File: config.mk
export PLATFORM = sky130hd
export DESIGN_NAME = psfm_top
export DESIGN_NICKNAME = d
export VERILOG_FILES = /design/src/psfm_pkg.sv /design/src/psfm_top.sv /design/src/psfm_sync.sv /design/src/psfm_persist.sv
export SDC_FILE = /design/constraint.sdc
export NUM_CORES = 1
export LEC_CHECK = 0
export BUFFER_PORTS_ARGS = -buffer_cell sky130_fd_sc_hd__buf_4
export CORE_MARGIN = 4
export CORE_UTILIZATION = 45
export CTS_CLUSTER_DIAMETER = 80
export DETAILED_ROUTE_END_ITERATION = 10
export GPL_ROUTABILITY_DRIVEN = 0
export PLACE_DENSITY = 0.71
export SYNTH_ARGS = -nofsm -noshare
export SYNTH_HDL_FRONTEND = slang
export SYNTH_SLANG_ARGS = --single-unit
export TNS_END_PERCENT = 100
File: constraint.sdc
create_clock -name core_clk_in -period 2 [get_ports core_clk_in]
set_input_delay 0.2 -clock core_clk_in [delete_from_list [all_inputs] [get_ports core_clk_in]]
set_output_delay 0.2 -clock core_clk_in [all_outputs]
set_load 0.01 [all_outputs]
File: src/psfm_pkg.sv
// Constants shared by the power sequence and fault monitor block.
// Assumes a single free-running 100 MHz core clock.
package psfm_pkg;

   // -------------------------------------------------------------------
   // Clock and timing figures
   // -------------------------------------------------------------------
   localparam int CLK_MHZ = 100;
   localparam int T_EN_DELAY_US = 200;
   localparam int T_PG_FILTER_US = 25;
   localparam int T_PG_SETTLE_US = 250;
   localparam int T_LONG_LOW_MS = 14;
   localparam int T_TIMER_S = 1;
   localparam int EN_DELAY_CYC = T_EN_DELAY_US * CLK_MHZ;
   localparam int PG_FILTER_CYC = T_PG_FILTER_US * CLK_MHZ;
   localparam int PG_SETTLE_CYC = T_PG_SETTLE_US * CLK_MHZ;
   localparam int LONG_LOW_CYC = T_LONG_LOW_MS * 1000 * CLK_MHZ;
   localparam int TIMER_CYC = T_TIMER_S * 1000000 * CLK_MHZ;

   // -------------------------------------------------------------------
   // Rails and register fields
   // -------------------------------------------------------------------
   localparam int NUM_RAILS = 8;
   localparam int ENCTL_SW_MODE_BIT = 7;
   localparam int SYSTEM_CONTROL_TWO_WAIT_BIT = 0;
   localparam int SYSTEM_CONTROL_TWO_PG_MASK_BIT = 7;
   localparam int TGT_PG_IGNORE_BIT = 5;
   localparam int TGT_KEEP_ALIVE_BIT = 6;
   localparam int IRQ_PG_TIMEOUT_BIT = 3;
   localparam int IRQ_UV_WARN_BIT = 4;
   localparam int IRQ_UV_FAULT_BIT = 5;
   localparam int IRQ_TEMP_WARN_BIT = 6;
   localparam int IRQ_TEMP_FAULT_BIT = 7;
   localparam logic [7:0] KEEP_ALIVE_RAILS = 8'h2E;
   localparam logic [7:0] IRQ_FAULT_BITS = 8'hA8;

   // -------------------------------------------------------------------
   // Reset values
   // -------------------------------------------------------------------
   localparam logic [7:0] ENCTL_RESET = 8'h00;
   localparam logic [7:0] SYSTEM_CONTROL_TWO_RESET = 8'h01;
   localparam logic [7:0] TGT_FLAGS_RESET = 8'h00;
   localparam logic [7:0] IRQ_RESET = 8'h00;

   // Sequencer states.
   typedef enum logic [1:0] {
      PSFM_STARTUP = 2'b00,
      PSFM_RUN = 2'b01,
      PSFM_INHIBIT = 2'b10
   } psfm_state_e;

endpackage

File: src/psfm_top.sv
// Enable sequencing, keep-alive, software enable and fault monitoring.
// Assumes comparator and pin inputs are asynchronous; the serial port,
// pushbutton and slew logic sit on core_clk_in and give one-cycle strobes.
//
// Behaviour
// - A rail enables only after its enable pin held high 200 us.
// - With wait selected, a rail enables only once discharged below 300 mV.
// - Keep-alive bit keeps its rail (rails 1, 2, 3 and 5 only) on regardless of power request or wake.
// - Keep-alive holds until bit cleared, hard reset, or fault.
// - Status and interrupt keep updating for kept-alive rails in standby.
// - Software mode bit 7 makes rails ignore pins, using register bits.
// - Software-enabled rails stay on; mode and enables may share one write.
// - Power request falling clears the enable control register to 0x00.
// - Warn on supply below 2.9 V or die temperature near shutdown.
// - Fault on supply below 2.6 V, rail low 14 ms, or overtemperature.
// - Reset output low until always-alive rail good and 1 s timer done.
// - Reset low on 25 us always-alive loss or hard reset; release 14 ms.
// - Supply low at end of start-up sets undervoltage bit and interrupt.
// - Rail low indication acts only after persisting 25 us.
// - Power-good status has one rail per bit, one meaning good.
// - Power-good low with no rail on; high 250 us after last good.
// - A low rail keeps pin and bit low for the low time plus 250 us.
// - Power-good pin low over 14 ms is a fault unless masked.
// - Slewing pulls the pin low unless ignored; status unaffected.
// - Supply lockout holds rails off and starts hard shutdown when running.
// - Undervoltage warning sets interrupt bit 4 and drives interrupt low.
// - Temperature warning sets bit 6; temperature fault starts shutdown.
// - Supply and thermal monitors are off while every rail is off.
// - Fault reset pulls wake low, restores registers, ignores pins 1 s.
// - Fault shutdown keeps interrupt output and status registers.
`timescale 1ns/10ps
module psfm_top
   import psfm_pkg::*;
#(
   parameter int EN_DELAY = EN_DELAY_CYC,
   parameter int SETTLE = PG_SETTLE_CYC,
   parameter int LONG_LOW = LONG_LOW_CYC,
   parameter int TIMER = TIMER_CYC
) (
   // Clock and reset
   input wire logic core_clk_in,
   input wire logic reset_n_in,
   // Pins and comparators
   input wire logic [NUM_RAILS-1:0] rail_enable_pin_in,
   input wire logic [NUM_RAILS-1:0] rail_good_in,
   input wire logic [NUM_RAILS-1:0] rail_discharged_in,
   input wire logic power_on_request_in,
   input wire logic supply_warn_in,
   input wire logic supply_fault_in,
   input wire logic supply_lockout_in,
   input wire logic temp_warn_in,
   input wire logic temp_fault_in,
   // Neighbouring logic on the same clock
   input wire logic [NUM_RAILS-1:0] rail_slewing_in,
   input wire logic hard_reset_in,
   // Register writes
   input wire logic enable_control_wr_in,
   input wire logic system_control_two_wr_in,
   input wire logic target_wr_in,
   input wire logic [2:0] target_sel_in,
   input wire logic [7:0] wdata_in,
   input wire logic clear_irq_in,
   // Regulator enables and pins
   output logic [NUM_RAILS-1:0] rail_enable_out,
   output logic power_good_pin_out,
   output logic reset_output_n_out,
   output logic interrupt_n_out,
   output logic wake_pull_low_out,
   // Register read values
   output logic [7:0] regulator_enable_control_out,
   output logic [7:0] system_control_two_out,
   output logic [7:0] power_good_status_out,
   output logic [7:0] interrupt_status_out
);

   localparam int SW = $clog2(TIMER + 1);
   localparam logic [SW-1:0] TIMER_LAST = SW'(TIMER - 1);

   // -------------------------------------------------------------------
   // Declarations
   // -------------------------------------------------------------------
   psfm_state_e st_q;
   psfm_state_e st_d;
   logic [SW-1:0] sec_q;
   logic [SW-1:0] sec_d;
   logic [7:0] en_ctrl_q;
   logic [7:0] en_ctrl_d;
   logic [7:0] system_control_two_q;
   logic [7:0] system_control_two_d;
   logic [7:0] keep_q;
   logic [7:0] keep_d;
   logic [7:0] ignore_q;
   logic [7:0] ignore_d;
   logic [7:0] rail_en_q;
   logic [7:0] rail_en_d;
   logic [7:0] power_good_status_q;
   logic [7:0] irq_q;
   logic [7:0] irq_d;
   logic power_good_pin_q;
   logic power_good_pin_d;
   logic por_prev_q;
   logic pb_cause_q;
   logic aa_seen_q;
   logic had_loss_q;
   logic had_loss_d;
   logic rst_n_q;
   logic rst_n_d;
   logic wake_low_q;
   logic irq_n_q;

   logic [7:0] pin_s;
   logic [7:0] good_s;
   logic [7:0] dis_s;
   logic [5:0] misc_s;
   logic por_s;
   logic warn_s;
   logic uvf_s;
   logic lock_s;
   logic twarn_s;
   logic tfault_s;

   logic [7:0] pin_dly;
   logic [7:0] low_f;
   logic [7:0] settled;
   logic [7:0] sel_en;
   logic [7:0] req;
   logic [7:0] tgt_hit;
   logic [7:0] irq_set;
   logic [7:0] irq_hold;
   logic [7:0] irq_clr;
   logic sec_done;
   logic sw_mode;
   logic running;
   logic monitor;
   logic uv_warn;
   logic uv_fault;
   logic t_warn;
   logic t_fault;
   logic pg_low_long;
   logic pgto_fault;
   logic fault_evt;
   logic enter_inhibit;
   logic leave_inhibit;
   logic por_fall;
   logic reg_clear;
   logic pb_hold;
   logic rel_done;
   logic any_en;
   logic all_good;
   logic slew_blk;
   logic startup_uv;

   // One-hot rail select for target register writes.
   function automatic logic [7:0] rail_onehot(input logic [2:0] sel);
      rail_onehot = 8'h01 << sel;
   endfunction

   // -------------------------------------------------------------------
   // Input synchronisers
   // -------------------------------------------------------------------
   psfm_sync #(.W(24), .RST(24'h000000)) u_sync_rail (
      .core_clk_in(core_clk_in),
      .reset_n_in(reset_n_in),
      .d_in({rail_enable_pin_in, rail_good_in, rail_discharged_in}),
      .q_out({pin_s, good_s, dis_s})
   );

   psfm_sync #(.W(6), .RST(6'h00)) u_sync_misc (
      .core_clk_in(core_clk_in),
      .reset_n_in(reset_n_in),
      .d_in({power_on_request_in, supply_warn_in, supply_fault_in,
             supply_lockout_in, temp_warn_in, temp_fault_in}),
      .q_out(misc_s)
   );

   assign {por_s, warn_s, uvf_s, lock_s, twarn_s, tfault_s} = misc_s;

   // -------------------------------------------------------------------
   // Per-rail timers and enable selection
   // -------------------------------------------------------------------
   assign sw_mode = en_ctrl_q[ENCTL_SW_MODE_BIT];
   assign running = (st_q == PSFM_RUN);

   generate
      for (genvar i = 0; i < NUM_RAILS; i++) begin : g_rail
         // Rail low only counts after a 25 us persistence.
         psfm_persist #(.COUNT(PG_FILTER_CYC)) u_low (
            .core_clk_in(core_clk_in),
            .reset_n_in(reset_n_in),
            .cond_in(!good_s[i]),
            .done_out(low_f[i])
         );
         // Good must hold 250 us on an enabled rail before it reports.
         psfm_persist #(.COUNT(SETTLE)) u_settle (
            .core_clk_in(core_clk_in),
            .reset_n_in(reset_n_in),
            .cond_in(rail_en_q[i] & !low_f[i] & (good_s[i] | power_good_status_q[i])),
            .done_out(settled[i])
         );
         if (i == 0) begin : g_aa
            assign pin_dly[i] = 1'b1;
            assign sel_en[i] = 1'b1;
            assign req[i] = 1'b1;
         end else begin : g_reg
            psfm_persist #(.COUNT(EN_DELAY)) u_en (
               .core_clk_in(core_clk_in),
               .reset_n_in(reset_n_in),
               .cond_in(pin_s[i]),
               .done_out(pin_dly[i])
            );
            // Software mode disconnects the pin entirely.
            assign sel_en[i] = sw_mode ? en_ctrl_q[i-1] : pin_dly[i];
            // Keep-alive is independent of power request and wake.
            assign req[i] = running & !lock_s
                            & (sel_en[i] | keep_q[i]);
         end
      end
   endgenerate

   // A new enable waits for discharge only when the wait bit is set.
   assign rail_en_d = req & (rail_en_q | dis_s
                             | {8{!system_control_two_q[SYSTEM_CONTROL_TWO_WAIT_BIT]}});

   // -------------------------------------------------------------------
   // Power-good pin and status
   // -------------------------------------------------------------------
   assign any_en = |rail_en_q[7:1];
   assign all_good = &(power_good_status_q | ~rail_en_q);
   assign slew_blk = |(rail_slewing_in & ~ignore_q & rail_en_q);
   // Pin is low with no rail on, or while any enabled rail is not good.
   assign power_good_pin_d = any_en & all_good & !slew_blk;

   psfm_persist #(.COUNT(LONG_LOW)) u_pg_to (
      .core_clk_in(core_clk_in),
      .reset_n_in(reset_n_in),
      .cond_in(monitor & !power_good_pin_q),
      .done_out(pg_low_long)
   );

   // -------------------------------------------------------------------
   // Warnings and faults
   // -------------------------------------------------------------------
   // Monitors sleep when every rail is off to save standby current.
   assign monitor = any_en;
   assign uv_warn = monitor & warn_s;
   assign t_warn = monitor & twarn_s;
   assign uv_fault = monitor & (uvf_s | lock_s);
   assign t_fault = monitor & tfault_s;
   assign pgto_fault = pg_low_long & !system_control_two_q[SYSTEM_CONTROL_TWO_PG_MASK_BIT];
   assign fault_evt = uv_fault | t_fault | pgto_fault;
   assign sec_done = (sec_q == TIMER_LAST);
   assign startup_uv = (st_q == PSFM_STARTUP) & sec_done & warn_s;

   // -------------------------------------------------------------------
   // Sequencer: start-up timer, run, one-second inhibit
   // -------------------------------------------------------------------
   // Keep-alive rails also drop here, as fault and hard reset demand.
   assign enter_inhibit = running & (fault_evt | hard_reset_in);
   assign leave_inhibit = (st_q == PSFM_INHIBIT) & sec_done
                          & !lock_s & !tfault_s;

   always_comb begin
      st_d = st_q;
      unique case (st_q)
         PSFM_STARTUP: begin
            if (sec_done) begin
               st_d = PSFM_RUN;
            end
         end
         PSFM_RUN: begin
            if (enter_inhibit) begin
               st_d = PSFM_INHIBIT;
            end
         end
         PSFM_INHIBIT: begin
            if (leave_inhibit) begin
               st_d = PSFM_RUN;
            end
         end
         default: begin
            st_d = PSFM_STARTUP;
         end
      endcase
   end

   // One counter serves both one-second intervals.
   assign sec_d = (st_d != st_q || st_d == PSFM_RUN) ? '0 :
                  (sec_done ? sec_q : sec_q + 1'b1);

   always_ff @(posedge core_clk_in or negedge reset_n_in) begin
      if (!reset_n_in) begin
         st_q <= PSFM_STARTUP;
         sec_q <= '0;
      end else begin
         st_q <= st_d;
         sec_q <= sec_d;
      end
   end

   // -------------------------------------------------------------------
   // Command registers
   // -------------------------------------------------------------------
   assign por_fall = por_prev_q & !por_s;
   assign reg_clear = enter_inhibit;
   assign tgt_hit = target_wr_in ? rail_onehot(target_sel_in) : 8'h00;

   // Hardware clears win over a write in the same cycle, so a shutdown
   // can never be undone by a late software write.
   assign en_ctrl_d = (reg_clear | por_fall) ? ENCTL_RESET :
                      enable_control_wr_in ? wdata_in : en_ctrl_q;
   assign system_control_two_d = reg_clear ? SYSTEM_CONTROL_TWO_RESET :
                   system_control_two_wr_in ? wdata_in : system_control_two_q;
   assign keep_d = reg_clear ? TGT_FLAGS_RESET :
                   ((keep_q & ~tgt_hit)
                    | (tgt_hit & KEEP_ALIVE_RAILS
                       & {8{wdata_in[TGT_KEEP_ALIVE_BIT]}}));
   assign ignore_d = reg_clear ? TGT_FLAGS_RESET :
                     ((ignore_q & ~tgt_hit)
                      | (tgt_hit & {8{wdata_in[TGT_PG_IGNORE_BIT]}}));

   // Mode and enable bits land in one write.
   always_ff @(posedge core_clk_in or negedge reset_n_in) begin
      if (!reset_n_in) begin
         en_ctrl_q <= ENCTL_RESET;
         system_control_two_q <= SYSTEM_CONTROL_TWO_RESET;
         keep_q <= TGT_FLAGS_RESET;
         ignore_q <= TGT_FLAGS_RESET;
         por_prev_q <= 1'b0;
      end else begin
         en_ctrl_q <= en_ctrl_d;
         system_control_two_q <= system_control_two_d;
         keep_q <= keep_d;
         ignore_q <= ignore_d;
         por_prev_q <= por_s;
      end
   end

   // -------------------------------------------------------------------
   // Interrupt status
   // -------------------------------------------------------------------
   assign irq_set[2:0] = 3'h0;
   assign irq_set[IRQ_PG_TIMEOUT_BIT] = pgto_fault;
   assign irq_set[IRQ_UV_WARN_BIT] = uv_warn | startup_uv;
   assign irq_set[IRQ_UV_FAULT_BIT] = uv_fault;
   assign irq_set[IRQ_TEMP_WARN_BIT] = t_warn;
   assign irq_set[IRQ_TEMP_FAULT_BIT] = t_fault;
   // Fault bits survive a clear until the inhibit time has passed.
   assign irq_hold = irq_set
                     | ({8{st_q == PSFM_INHIBIT}} & IRQ_FAULT_BITS);
   assign irq_clr = clear_irq_in ? ~irq_hold : 8'h00;
   // Set wins over clear; shutdown does not touch these bits.
   assign irq_d = irq_set | (irq_q & ~irq_clr);

   // -------------------------------------------------------------------
   // Reset output
   // -------------------------------------------------------------------
   assign pb_hold = (st_q == PSFM_INHIBIT) & pb_cause_q;

   psfm_persist #(.COUNT(LONG_LOW)) u_rel (
      .core_clk_in(core_clk_in),
      .reset_n_in(reset_n_in),
      .cond_in(!low_f[0] & !pb_hold),
      .done_out(rel_done)
   );

   assign had_loss_d = (st_q != PSFM_STARTUP) & (low_f[0] | pb_hold)
                       | (had_loss_q & !rel_done);
   // The first release needs no 14 ms wait, only the start-up timer and a good always-alive rail.
   assign rst_n_d = (st_q != PSFM_STARTUP) & aa_seen_q & !low_f[0]
                    & !pb_hold & (!had_loss_q | rel_done);

   // -------------------------------------------------------------------
   // Status and pin flops
   // -------------------------------------------------------------------
   // Status and pins run in every state, standby included.
   always_ff @(posedge core_clk_in or negedge reset_n_in) begin
      if (!reset_n_in) begin
         rail_en_q <= 8'h00;
         power_good_status_q <= 8'h00;
         power_good_pin_q <= 1'b0;
         irq_q <= IRQ_RESET;
         pb_cause_q <= 1'b0;
         aa_seen_q <= 1'b0;
         had_loss_q <= 1'b0;
         rst_n_q <= 1'b0;
         wake_low_q <= 1'b0;
         irq_n_q <= 1'b1;
      end else begin
         rail_en_q <= rail_en_d;
         power_good_status_q <= settled;
         power_good_pin_q <= power_good_pin_d;
         irq_q <= irq_d;
         if (enter_inhibit) begin
            pb_cause_q <= hard_reset_in;
         end
         aa_seen_q <= aa_seen_q | good_s[0];
         had_loss_q <= had_loss_d;
         rst_n_q <= rst_n_d;
         wake_low_q <= (st_d == PSFM_INHIBIT);
         irq_n_q <= ~|irq_d;
      end
   end

   assign rail_enable_out = rail_en_q;
   assign power_good_pin_out = power_good_pin_q;
   assign reset_output_n_out = rst_n_q;
   assign interrupt_n_out = irq_n_q;
   assign wake_pull_low_out = wake_low_q;
   assign regulator_enable_control_out = en_ctrl_q;
   assign system_control_two_out = system_control_two_q;
   assign power_good_status_out = power_good_status_q;
   assign interrupt_status_out = irq_q;

endmodule // psfm_top

File: src/psfm_sync.sv
// Three-stage synchroniser with agreement filter for pin inputs.
// Assumes the inputs are asynchronous to core_clk_in.
`timescale 1ns/10ps
module psfm_sync #(
   parameter int W = 1,
   parameter logic [W-1:0] RST = '0
) (
   // Clock and reset
   input wire logic core_clk_in,
   input wire logic reset_n_in,
   // Data
   input wire logic [W-1:0] d_in,
   output logic [W-1:0] q_out
);

   logic [W-1:0] s1_q;
   logic [W-1:0] s2_q;
   logic [W-1:0] s3_q;
   logic [W-1:0] agree;

   // Only the second stage reads the first; the output moves per bit
   // once stages two and three agree, which rejects one-cycle slivers.
   assign agree = ~(s2_q ^ s3_q);

   always_ff @(posedge core_clk_in or negedge reset_n_in) begin
      if (!reset_n_in) begin
         s1_q <= RST;
         s2_q <= RST;
         s3_q <= RST;
         q_out <= RST;
      end else begin
         s1_q <= d_in;
         s2_q <= s1_q;
         s3_q <= s2_q;
         q_out <= (agree & s3_q) | (~agree & q_out);
      end
   end

endmodule // psfm_sync

File: src/psfm_persist.sv
// Persistence timer: reports a condition once it has held COUNT cycles.
// Assumes a synchronous condition on core_clk_in.
`timescale 1ns/10ps
module psfm_persist #(
   parameter int COUNT = 2
) (
   // Clock and reset
   input wire logic core_clk_in,
   input wire logic reset_n_in,
   // Condition and result
   input wire logic cond_in,
   output logic done_out
);

   localparam int CW = $clog2(COUNT + 1);
   localparam logic [CW-1:0] LAST = CW'(COUNT - 1);

   logic [CW-1:0] cnt_q;
   logic [CW-1:0] cnt_d;
   logic at_last;

   // Any drop of the condition restarts the count from zero.
   assign at_last = (cnt_q == LAST);
   assign cnt_d = !cond_in ? '0 : (at_last ? cnt_q : cnt_q + 1'b1);
   assign done_out = cond_in & at_last;

   always_ff @(posedge core_clk_in or negedge reset_n_in) begin
      if (!reset_n_in) begin
         cnt_q <= '0;
      end else begin
         cnt_q <= cnt_d;
      end
   end

endmodule // psfm_persist

== Yosys cells after proc, flatten, opt, wreduce, memory -nomap -nowiden ==
Index checks and enable logic that the tools add are counted.

* Flip-flop bits (word level): 576
* Latch bits: 0
* Bits in writable memories: 0
* Bits in read-only memories: 0
* Input port bits: 56
* Output and inout bits: 44
* Logic and storage cells: 370
* Memories: 0

* $add $sub $neg: 26
* $mul: 0
* Div/mod/pow operators: 0
* Order comparisons: 0
* Equal/unequal tests: 57
* Shift-type cells: 1
* Muxes and demuxes: 71
* Bitwise operators: 129
* Reduce and logical (&&, ||, !) cells: 36

{| class="wikitable"
|+ Operator list
! cell !! count
|-
| 15-bit 2-to-1 mux || 30
|-
| 15-bit by 1-bit adder with 15-bit output (second input constant) || 15
|-
| 15-bit equality test (second input constant) || 15
|-
| 12-bit 2-to-1 mux || 16
|-
| 12-bit by 1-bit adder with 12-bit output (second input constant) || 8
|-
| 12-bit equality test (second input constant) || 8
|-
| 21-bit 2-to-1 mux || 4
|-
| 1-bit bitwise AND || 72
|-
| 8-bit 2-to-1 mux || 8
|-
| 8-bit bitwise AND || 7
|-
| 8-bit bitwise OR || 7
|-
| 27-bit 2-to-1 mux || 2
|-
| 2-bit != test (second input constant) || 25
|-
| 24-bit bitwise AND || 2
|-
| 24-bit NOT || 2
|-
| 21-bit by 1-bit adder with 21-bit output (second input constant) || 2
|-
| 21-bit equality test (second input constant) || 2
|-
| 8-bit NOT || 5
|-
| 27-bit by 1-bit adder with 27-bit output (second input constant) || 1
|-
| 27-bit equality test (second input constant) || 1
|-
| 1-bit zero test || 27
|-
| 1-bit bitwise OR || 25
|-
| 24-bit bitwise OR || 1
|-
| 24-bit bitwise XOR || 1
|-
| 19 further kinds || 34
|}

== Logic depth before layout (Yosys ltp) ==
Gate-level depths: netlist (run 1).

* Word-level depth: 12
* Depth in mapped cells: 9
* Mapped depth without buffers: 6

== By module ==
A second synthesis (run 1) with hierarchy kept.

* Cells, all modules: 2590
* Area total of the unflattened synthesis: 27600.2 µm²

{| class="wikitable"
|+ Modules (own cells, without submodules)
! module !! times used !! cells an instance !! area an instance (µm²) !! seq. area each (µm²)
|-
| psfm_persist at g_rail[0].u_settle ... || 8 || 85 || 850.8 || 375.4
|-
| psfm_persist at g_rail[1].g_reg.u_en ... || 7 || 84 || 814.5 || 375.4
|-
| psfm_persist at g_rail[0].u_low ... || 8 || 66 || 641.9 || 300.3
|-
| psfm_top || 1 || 430 || 4374.2 || 2304.7
|-
| psfm_sync at u_sync_rail || 1 || 120 || 2672.6 || 2402.3
|-
| psfm_persist at u_pg_to ... || 2 || 107 || 1121.1 || 525.5
|-
| psfm_sync at u_sync_misc || 1 || 30 || 668.1 || 600.6
|}

== Worst setup path before layout (run 1) ==
Ideal clock, no wire load.

* Path kind: register to register
* From: register rail_en_q[4], in the netlist rail_enable_out[4]
* To: register irq_n_q, in the netlist interrupt_n_out
* Data arrival time: 2.215 ns
* Setup slack: -0.290 ns
* Stages on the path, launching flop included: 7
* Buffers on the path: 1
* Path through: dfrtp_1 or4_1 or4_1 buf_2 a22o_1 a2111o_1 nor3_2

* Elaborated cells on any way between the ends: 17

{| class="wikitable"
|+ RTL lines
! what !! RTL line !! source
|-
| start: declaration || psfm_top.sv:94 || <nowiki>logic [7:0] rail_en_q;</nowiki>
|-
| start signal: assignment || psfm_top.sv:389 || <nowiki>rail_en_q <= rail_en_d;</nowiki>
|-
| 7-bit OR reduction * || psfm_top.sv:227 || <nowiki>assign any_en = |rail_en_q[7:1];</nowiki>
|-
| 1-bit bitwise AND * || psfm_top.sv:248 || <nowiki>assign t_fault = monitor & tfault_s;</nowiki>
|-
| 8-bit bitwise OR || psfm_top.sv:349 || <nowiki>| ({8{st_q == PSFM_INHIBIT}} & IRQ_FAULT_BITS);</nowiki>
|-
| 8-bit NOT || psfm_top.sv:350 || <nowiki>assign irq_clr = clear_irq_in ? ~irq_hold : 8'h00;</nowiki>
|-
| 8-bit 2-to-1 mux || psfm_top.sv:350 ||
|-
| 8-bit NOT || psfm_top.sv:352 || <nowiki>assign irq_d = irq_set | (irq_q & ~irq_clr);</nowiki>
|-
| 8-bit bitwise AND || psfm_top.sv:352 ||
|-
| 8-bit bitwise OR * || psfm_top.sv:352 ||
|-
| net irq_d[7] || psfm_top.sv:98 || <nowiki>logic [7:0] irq_d;</nowiki>
|-
| 8-bit OR reduction * || psfm_top.sv:400 || <nowiki>irq_n_q <= ~|irq_d;</nowiki>
|-
| 1-bit zero test * || psfm_top.sv:400 ||
|-
| end signal: assignment || psfm_top.sv:400 ||
|-
| end: declaration || psfm_top.sv:109 || <nowiki>logic irq_n_q;</nowiki>
|}

The timed path passes the listed nets; every way through them passes the cells marked *.
A chain may end at the register's enable or synchronous reset.

== Final worst setup path (run 1) ==
Same ends and word-level chain as after synthesis.

==> results of run 1 <==
==> what timing repair did <==
item / in CTS / in global routing
cloned: 3 / 1
pin swaps: 22 / 48
resized for setup: 35 / 87
buffers inserted: 9 / 13
hold buffers: 56 / 2
endpoints found under the hold margin: 429 / 1
setup endpoints to repair: 37 / 111
==> how the worst min path moves through the flow <==
stage                                                   to  slack [ps]  cells after the start
5_1_grt        regulator_enable_control_out[6]$_DFFE_PN0P_          40                      3
3_3_place_gp                         sec_q[10]$_DFFE_PN0P_         140                      1
3_5_place_dp                         sec_q[13]$_DFFE_PN0P_         150                      1
2_1_floorplan                                    async pin        -100                      0
6_report       regulator_enable_control_out[6]$_DFFE_PN0P_          50                      3
4_1_cts        regulator_enable_control_out[6]$_DFFE_PN0P_           6                      3
==> synth_stat cells (all sizes together) (12+ instances only) <==
| library cell | count | area, um2 |
|---|---|---|
| o21ai | 41 | 205 |
| nor4b | 18 | 158 |
| and4 | 28 | 245 |
| nor4 | 25 | 188 |
| inv | 29 | 109 |
| xor2 | 183 | 1600 |
| a21oi | 36 | 184 |
| nor2b | 31 | 194 |
| or3 | 26 | 163 |
| nand4 | 77 | 482 |
| nor3 | 50 | 255 |
| mux2i | 43 | 430 |
| and3 | 74 | 463 |
| nand3b | 14 | 105 |
| maj3 | 29 | 290 |
| nor2 | 351 | 1320 |
| a21boi | 12 | 90.1 |
| and2 | 85 | 532 |
| nor4bb | 17 | 170 |
| nand2b | 13 | 81.3 |
| xnor2 | 132 | 1160 |
| nor3b | 23 | 173 |
| nand3 | 126 | 631 |
| clkbuf | 45 | 169 |
| ha | 26 | 325 |
| nand2 | 177 | 664 |
| dfrtp | 569 | 14200 |
==> cells by family (layout without fill, tap and decap cells) <==
group,Yosys count,in the layout,synth area share [%]
flip-flops,571,571,56.2
buffers and inverters,83,457,1.32
AND/OR/NAND/NOR,1166,1166,23.9
XOR/XNOR,315,315,10.8
AO/OA/AOI/OAI,134,135,3.22
multiplexers,52,52,2.09
adder cells (fa/ha/maj),55,55,2.42
other,0,4,0
==> through the flow <==
step	TNS [ps]	hold WS (ps)
2_1_floorplan	-6230	-95.6
3_3_place_gp	-11520	144
3_5_place_dp	-14170	151
4_1_cts	-6970	5.76
5_1_grt	-11100	38.2
6_report	-7980	52.4
==> state kept, by name (all words and copies together), names as in the netlist, 21 cells and up, named ones only <==
name / cells
g_rail.u_low.cnt_q: 96
u_sync_rail.s1_q: 23
u_sync_rail.s3_q: 23
u_pg_to.cnt_q: 21
g_rail.u_settle.cnt_q: 120
g_rail.g_reg.u_en.cnt_q: 105
sec_q: 27
u_rel.cnt_q: 21
u_sync_rail.s2_q: 23
==> final cells by class <==
class | instances | area [um2] | share of cell area, %
Antenna cell | 4 | 10.0 | 0.0316
Clock buffer | 81 | 1680 | 5.30
Clock inverter | 28 | 449 | 1.42
Inverter | 29 | 109 | 0.344
Multi-Input combinational cell | 1723 | 11300 | 35.7
Sequential cell | 571 | 14300 | 45.1
Tap cell | 748 | 936 | 2.96
Timing Repair Buffer | 319 | 2880 | 9.09
==> worst min-delay path: cells and delay by family <==
| family | cells | cell delay (ps) |
|---|---|---|
| mux | 1 | 190 |
| buf+inv | 1 | 170 |
| simple gates | 1 | 60 |
==> layer usage <==
layer / global-route usage (%) / share of wire, % / vias to the layer above
met2: 29.7 / 47 / 339
met1: 25.5 / 45 / 9191
met4: 5.26 / 2.4 / 6
met3: 4.14 / 5.6 / 94
li1: - / - / 8843
met5: 0.899 / 0.060 / -
==> where the power goes <==
group,leakage [nW],switching (mW),internal (mW)
Clock,1.04,4.57,7.29
Sequential,7.57,0.430,11.9
Combinational,5.46,0.725,0.692
==> metrics.md, run 1 <==
| Metric | Value |
|---|---|
| Status | `finished, violations left` |
| Violated checks | `negative setup slack` |
| Die Y | `246 um` |
| Total Nets Final | `2784` |
| Row count | `86` |
| Worst slew pin tran | `637 ps` |
| Crit. path cell count | `5` |
| Cell Area, Placed | `28200 um2` |
| Reg2reg end | `interrupt_n_out$_DFF_PN1_` |
| Final worst-path cycle share | `115%` |
| CTS Root Cell | `clkbuf_16` |
| Vias | `18473` |
| Min Clock Period, post-route | `2300 ps` |
| Max incr delay on CP | `540 ps` |
| Synth async-reset ratio | `100%` |
| Post-synth cell types | `63` |
| Clock tree buffer depth | `3` |
| Final setup violation count | `49` |
| Post-route ant nets | `0` |
| Post-route cell area | `31700 um2` |
| Drt initial violations | `1209` |
| Hold Startpoint | `enable_control_wr_in` |
| FF-to-FF setup slack | `-300 ps` |
| Vias in the first global route | `18647` |
| Die Area | `60400 um2` |
| Initial Utilization | `45.8%` |
| Final wirelength | `56700 um` |
| Yosys synthesis warning count | `0` |
| Placed cells | `3308` |
| Setup crit end kind | `flop` |
| Clock insertion delay at the later pin of the skew report | `620 ps` |
| Residual DRC | `0` |
| Synth-to-layout area growth | `24.5%` |
| Final hold violation count | `0` |
| Post-synth EDFFs | `0` |
| Drt first pass iters | `5` |
| Initial antenna violation count | `6` |
| Avg Inst Size Synth | `10.7 um2` |
| Cell count of the worst reg-to-reg path | `5` |
| Setup Crit Path Kind | `flop to flop` |
| Startpoint Class | `flop` |
| Critical Path RT | `2550 ps` |
| Overflow left after global routing | `0` |
| Most common cell on crit path | `or4_4` |
| H-tree depth | `2` |
| Min-delay worst type | `input pin to flop` |
| Critical Path Start | `rail_enable_out[4]$_DFF_PN0_` |
| Relative slew margins | `57.5%` |
| Non-filler cells, final | `3503` |
| First-pass GRT wire length | `93100 um` |
| WP data arrival | `2840 ps` |
| MaxCap Viol Count | `0` |
| Total power | `25.7 mW` |
| Max Clk Rate | `435 MHz` |
| Number of I/O pins | `100` |
| RSZ-0062 raised after global routing | `yes` |
| Worst setup endpoint | `interrupt_n_out$_DFF_PN1_` |
| Number of CTS-inserted buffers | `58` |
| Power Dens Cells | `810 nW/um2` |
| Die X | `246 um` |
| Vias per cell | `5.27` |
| Ys flop type | `dfrtp_1` |
| Detailed Place HPWL | `38100 um` |
| CTS tree | `built` |
| Clock slew at reported path FFs | `60 ps` |
| Wire per inst | `16.2 um` |
| Crit-path max FO | `4` |
| Overall Global Routing Usage | `18.5%` |
| Worst r2r src | `rail_enable_out[4]$_DFF_PN0_` |
| Final Worst Setup Slack | `-298 ps` |
| Port bufs | `98` |
| Crit path buf inv count | `0` |
| Crit path cell chain | `or4_4 -> or4_4 -> a22o_1 -> a2111o_1 -> nor3_2` |
| Worst vdd ir | `0.716 mV` |
| Post-synth net total | `2458` |
| Clock Sink Count | `571` |
| Core Util, Final | `57.0%` |
| Worst Clk Skew | `20.9 ps` |
| Yosys reg bits | `571` |
| Largest net degree at the start of global routing | `69` |
| Most frequent cells in the layout | `569 x dfrtp_1, 325 x nor2_1, 225 x buf_4` |
| Pre-CTS setup slack | `-448 ps` |
| Post-synthesis sequential area ratio | `56.2%` |
| Core area | `55500 um2` |
| Share of cells above drive strength 1 | `16.8%` |
| Post-synthesis cell count | `2376` |
| Slowest-stage cell, CP | `or4_4` |
| Slew Limit Fails | `0` |
| Filler cells | `4580` |
| Synthesized area | `25400 um2` |
| Largest delay share family, worst path | `simple AND/OR/NAND/NOR gates` |
| Most common cell after layout, fill and taps aside | `dfrtp_1` |
| Pleak | `14.1 nW` |
(Power assumes the default switching activity.)
==> inputs of run 2 (changes only) <==
- PLACE_DENSITY: 0.71 -> 0.69
- clock period: 2 -> 2.65 ns (I/O delays scaled with it)
==> metrics.md, run 2 (synthesis gave the netlist of run 1 again) <==
| Metric | Value |
|---|---|
| Min Clock Period, post-route | `2540 ps (+240 ps)` |
| Setup Crit Path Kind | `flop to flop` |
| Worst hold stages | `2 (-1)` |
| Clock insertion delay at the later pin of the skew report | `630 ps (about the same)` |
| Pleak | `13.3 nW (-5.3%)` |
| Crit. path cell count | `6 (+1)` |
| Die Area | `60400 um2 (unchanged)` |
| Critical Path Start | `u_pg_to.cnt_q[0]$_DFFE_PN0P_` |
| Cell count of the worst reg-to-reg path | `6 (+1)` |
| Most common cell after layout, fill and taps aside | `dfrtp_1` |
| Critical Path RT | `3110 ps (+560 ps)` |
| Crit-path max FO | `7 (+3)` |
| Initial antenna violation count | `5 (-1)` |
| Wire per inst | `15.8 um (-2.4%)` |
| Setup crit end kind | `flop` |
| Final Worst Setup Slack | `112 ps (+410 ps)` |
| Startpoint Class | `flop` |
| Vias per cell | `5.31 (+0.61%)` |
| Reg with most FFs | `g_rail.u_settle.cnt_q` |
| Top flop regs | `g_rail.u_settle.cnt_q x120, g_rail.g_reg.u_en.cnt_q x105, g_rail.u_low.cnt_q x96` |
| Min-delay worst type | `input pin to flop` |
| Status | `finished clean` |
| Pre-CTS setup slack | `13.9 ps (+462 ps)` |
| CTS tree | `built` |
| Post-route ant nets | `0 (unchanged)` |
| First-pass GRT wire length | `90000 um (-3.3%)` |
| Initial Utilization | `45.8% (unchanged)` |
| Synth-to-layout area growth | `18.0%` |
| Clock tree buffer depth | `3 (unchanged)` |
| WP data arrival | `3000 ps (+160 ps)` |
| CTS Root Cell | `clkbuf_16` |
| MaxCap Viol Count | `0 (unchanged)` |
| Core area | `55500 um2 (unchanged)` |
| Number of I/O pins | `100 (unchanged)` |
| Die X | `246 um (unchanged)` |
| Number of flip-flops under the largest register name | `120 (unchanged)` |
| Worst vdd ir | `0.594 mV (-17%)` |
| Largest delay share family, worst path | `simple AND/OR/NAND/NOR gates` |
| Final worst-path cycle share | `95.8% (-19 points)` |
| Max Clk Rate | `394 MHz (-9.5%)` |
| Worst slew pin tran | `835 ps (+198 ps)` |
| Vias in the first global route | `18074 (-3.1%)` |
| Total Nets Final | `2658 (-4.5%)` |
| Slowest-stage cell, CP | `or4_1` |
| RSZ-0062 raised after global routing | `no` |
| Row count | `86 (unchanged)` |
| Vias | `17902 (-3.1%)` |
| Drt first pass iters | `5 (unchanged)` |
| Core Util, Final | `54.1% (-3.0 points)` |
| Largest net degree at the start of global routing | `96 (+39%)` |
| Crit path cell chain | `ha_1 -> nand3_1 -> or2_2 -> or4_1 -> a21oi_2 -> nor2_1` |
| Residual DRC | `0 (unchanged)` |
| H-tree depth | `2 (unchanged)` |
| Power Dens Cells | `641 nW/um2 (-21%)` |
| Relative slew margins | `44.3% (-13 points)` |
| FF-to-FF setup slack | `110 ps (+410 ps)` |
| Worst r2r src | `u_pg_to.cnt_q[0]$_DFFE_PN0P_` |
| Final wirelength | `53300 um (-6.0%)` |
| Slew Limit Fails | `0 (unchanged)` |
| Port bufs | `98 (unchanged)` |
| Detailed Place HPWL | `36300 um (-4.7%)` |
| Clock slew at reported path FFs | `60 ps (about the same)` |
| Worst Clk Skew | `24.4 ps (+3.47 ps)` |
| Number of CTS-inserted buffers | `59 (+1.7%)` |
| Share of cells above drive strength 1 | `11.0% (-5.9 points)` |
| Drt initial violations | `1220 (+0.91%)` |
| Crit path buf inv count | `0 (unchanged)` |
| Max incr delay on CP | `660 ps (+120 ps)` |
| Hold Startpoint | `system_control_two_wr_in` |
| Most frequent cells in the layout | `569 x dfrtp_1, 351 x nor2_1, 183 x xor2_1` |
| Die Y | `246 um (unchanged)` |
| Final hold violation count | `0 (unchanged)` |
| Final setup violation count | `0 (-100%)` |
| Overflow left after global routing | `0 (unchanged)` |
| Clock Sink Count | `571 (unchanged)` |
| Setup_tns | `0 ps (+7980 ps)` |
| Overall Global Routing Usage | `17.8% (-0.71 points)` |
[run 2: changes by cell type in the layout (fill, tap and decap cells not counted), sizes merged]
| cell | previous run | this run |
|---|---|---|
| buf | 260 | 149 |
| dlygate4sd3 | 57 | 43 |
| clkbuf | 83 | 74 |
| clkinv | 11 | 19 |
| diode | 4 | 2 |
| bufinv | 11 | 10 |
| clkinvlp | 3 | 4 |
| inv | 32 | 31 |
[run 2: worst paths after layout]
path | end
min reg2reg | u_sync_rail.s2_q[9]$_DFF_PN0_
max reg2reg | regulator_enable_control_out[4]$_DFFE_PN0P_
max | regulator_enable_control_out[4]$_DFFE_PN0P_
min | system_control_two_out[0]$_DFFE_PN1P_
min in group asynchronous | g_rail[5].u_settle.cnt_q[10]$_DFFE_PN0N_
max in group asynchronous | g_rail[4].g_reg.u_en.cnt_q[10]$_DFFE_PN0N_
[run 2: layout make-up]
cell class	count	area (um2)
sequential	571	14300
multi-input combinational	1723	10800
inverter	29	109
tap	748	936
fill	4842	25500
clock buffer	74	1660
clock inverter	35	483
timing repair buffer	192	1680
antenna	2	5.00
[run 2: what timing repair did]
item	in CTS	in global routing
hold endpoints to repair	119	0
hold buffers	43	0
endpoints found under the setup margin	0	28
setup buffers	0	3
resized for setup	0	3
[run 2: worst reg2reg max path: stages (launching register included)]
cell,delay (ps)
dfrtp_1,380
ha_1,210
nand3_1,170
or2_2,320
or4_1,660
a21oi_2,520
nor2_1,120
[run 2: stage by stage]
stage	total power [mW]	hold WS (ps)	cells	cell area, um2
after floorplan	9.84	-30.6	2376	25400
after global placement	10.3	259	3216	27400
after detailed placement	10.4	268	3216	27400
after CTS	19.5	6.34	3368	30000
after global routing	20.0	43.6	3373	30000
final	19.2	49.8	3374	30000
[run 2: power by group]
group / switching (mW) / total (mW) / internal [mW]
combinational: 0.476 / 0.906 / 0.430
clock: 3.53 / 8.96 / 5.43
sequential: 0.348 / 9.36 / 9.02
[run 2: per-layer routing]
layer,vias to the layer above,part of all wire [%],track usage (%)
met5,-,0.088,0
met4,6,2.8,5.44
met3,105,6.4,4.83
met2,344,45,27.7
met1,8853,46,24.6
li1,8594,-,-
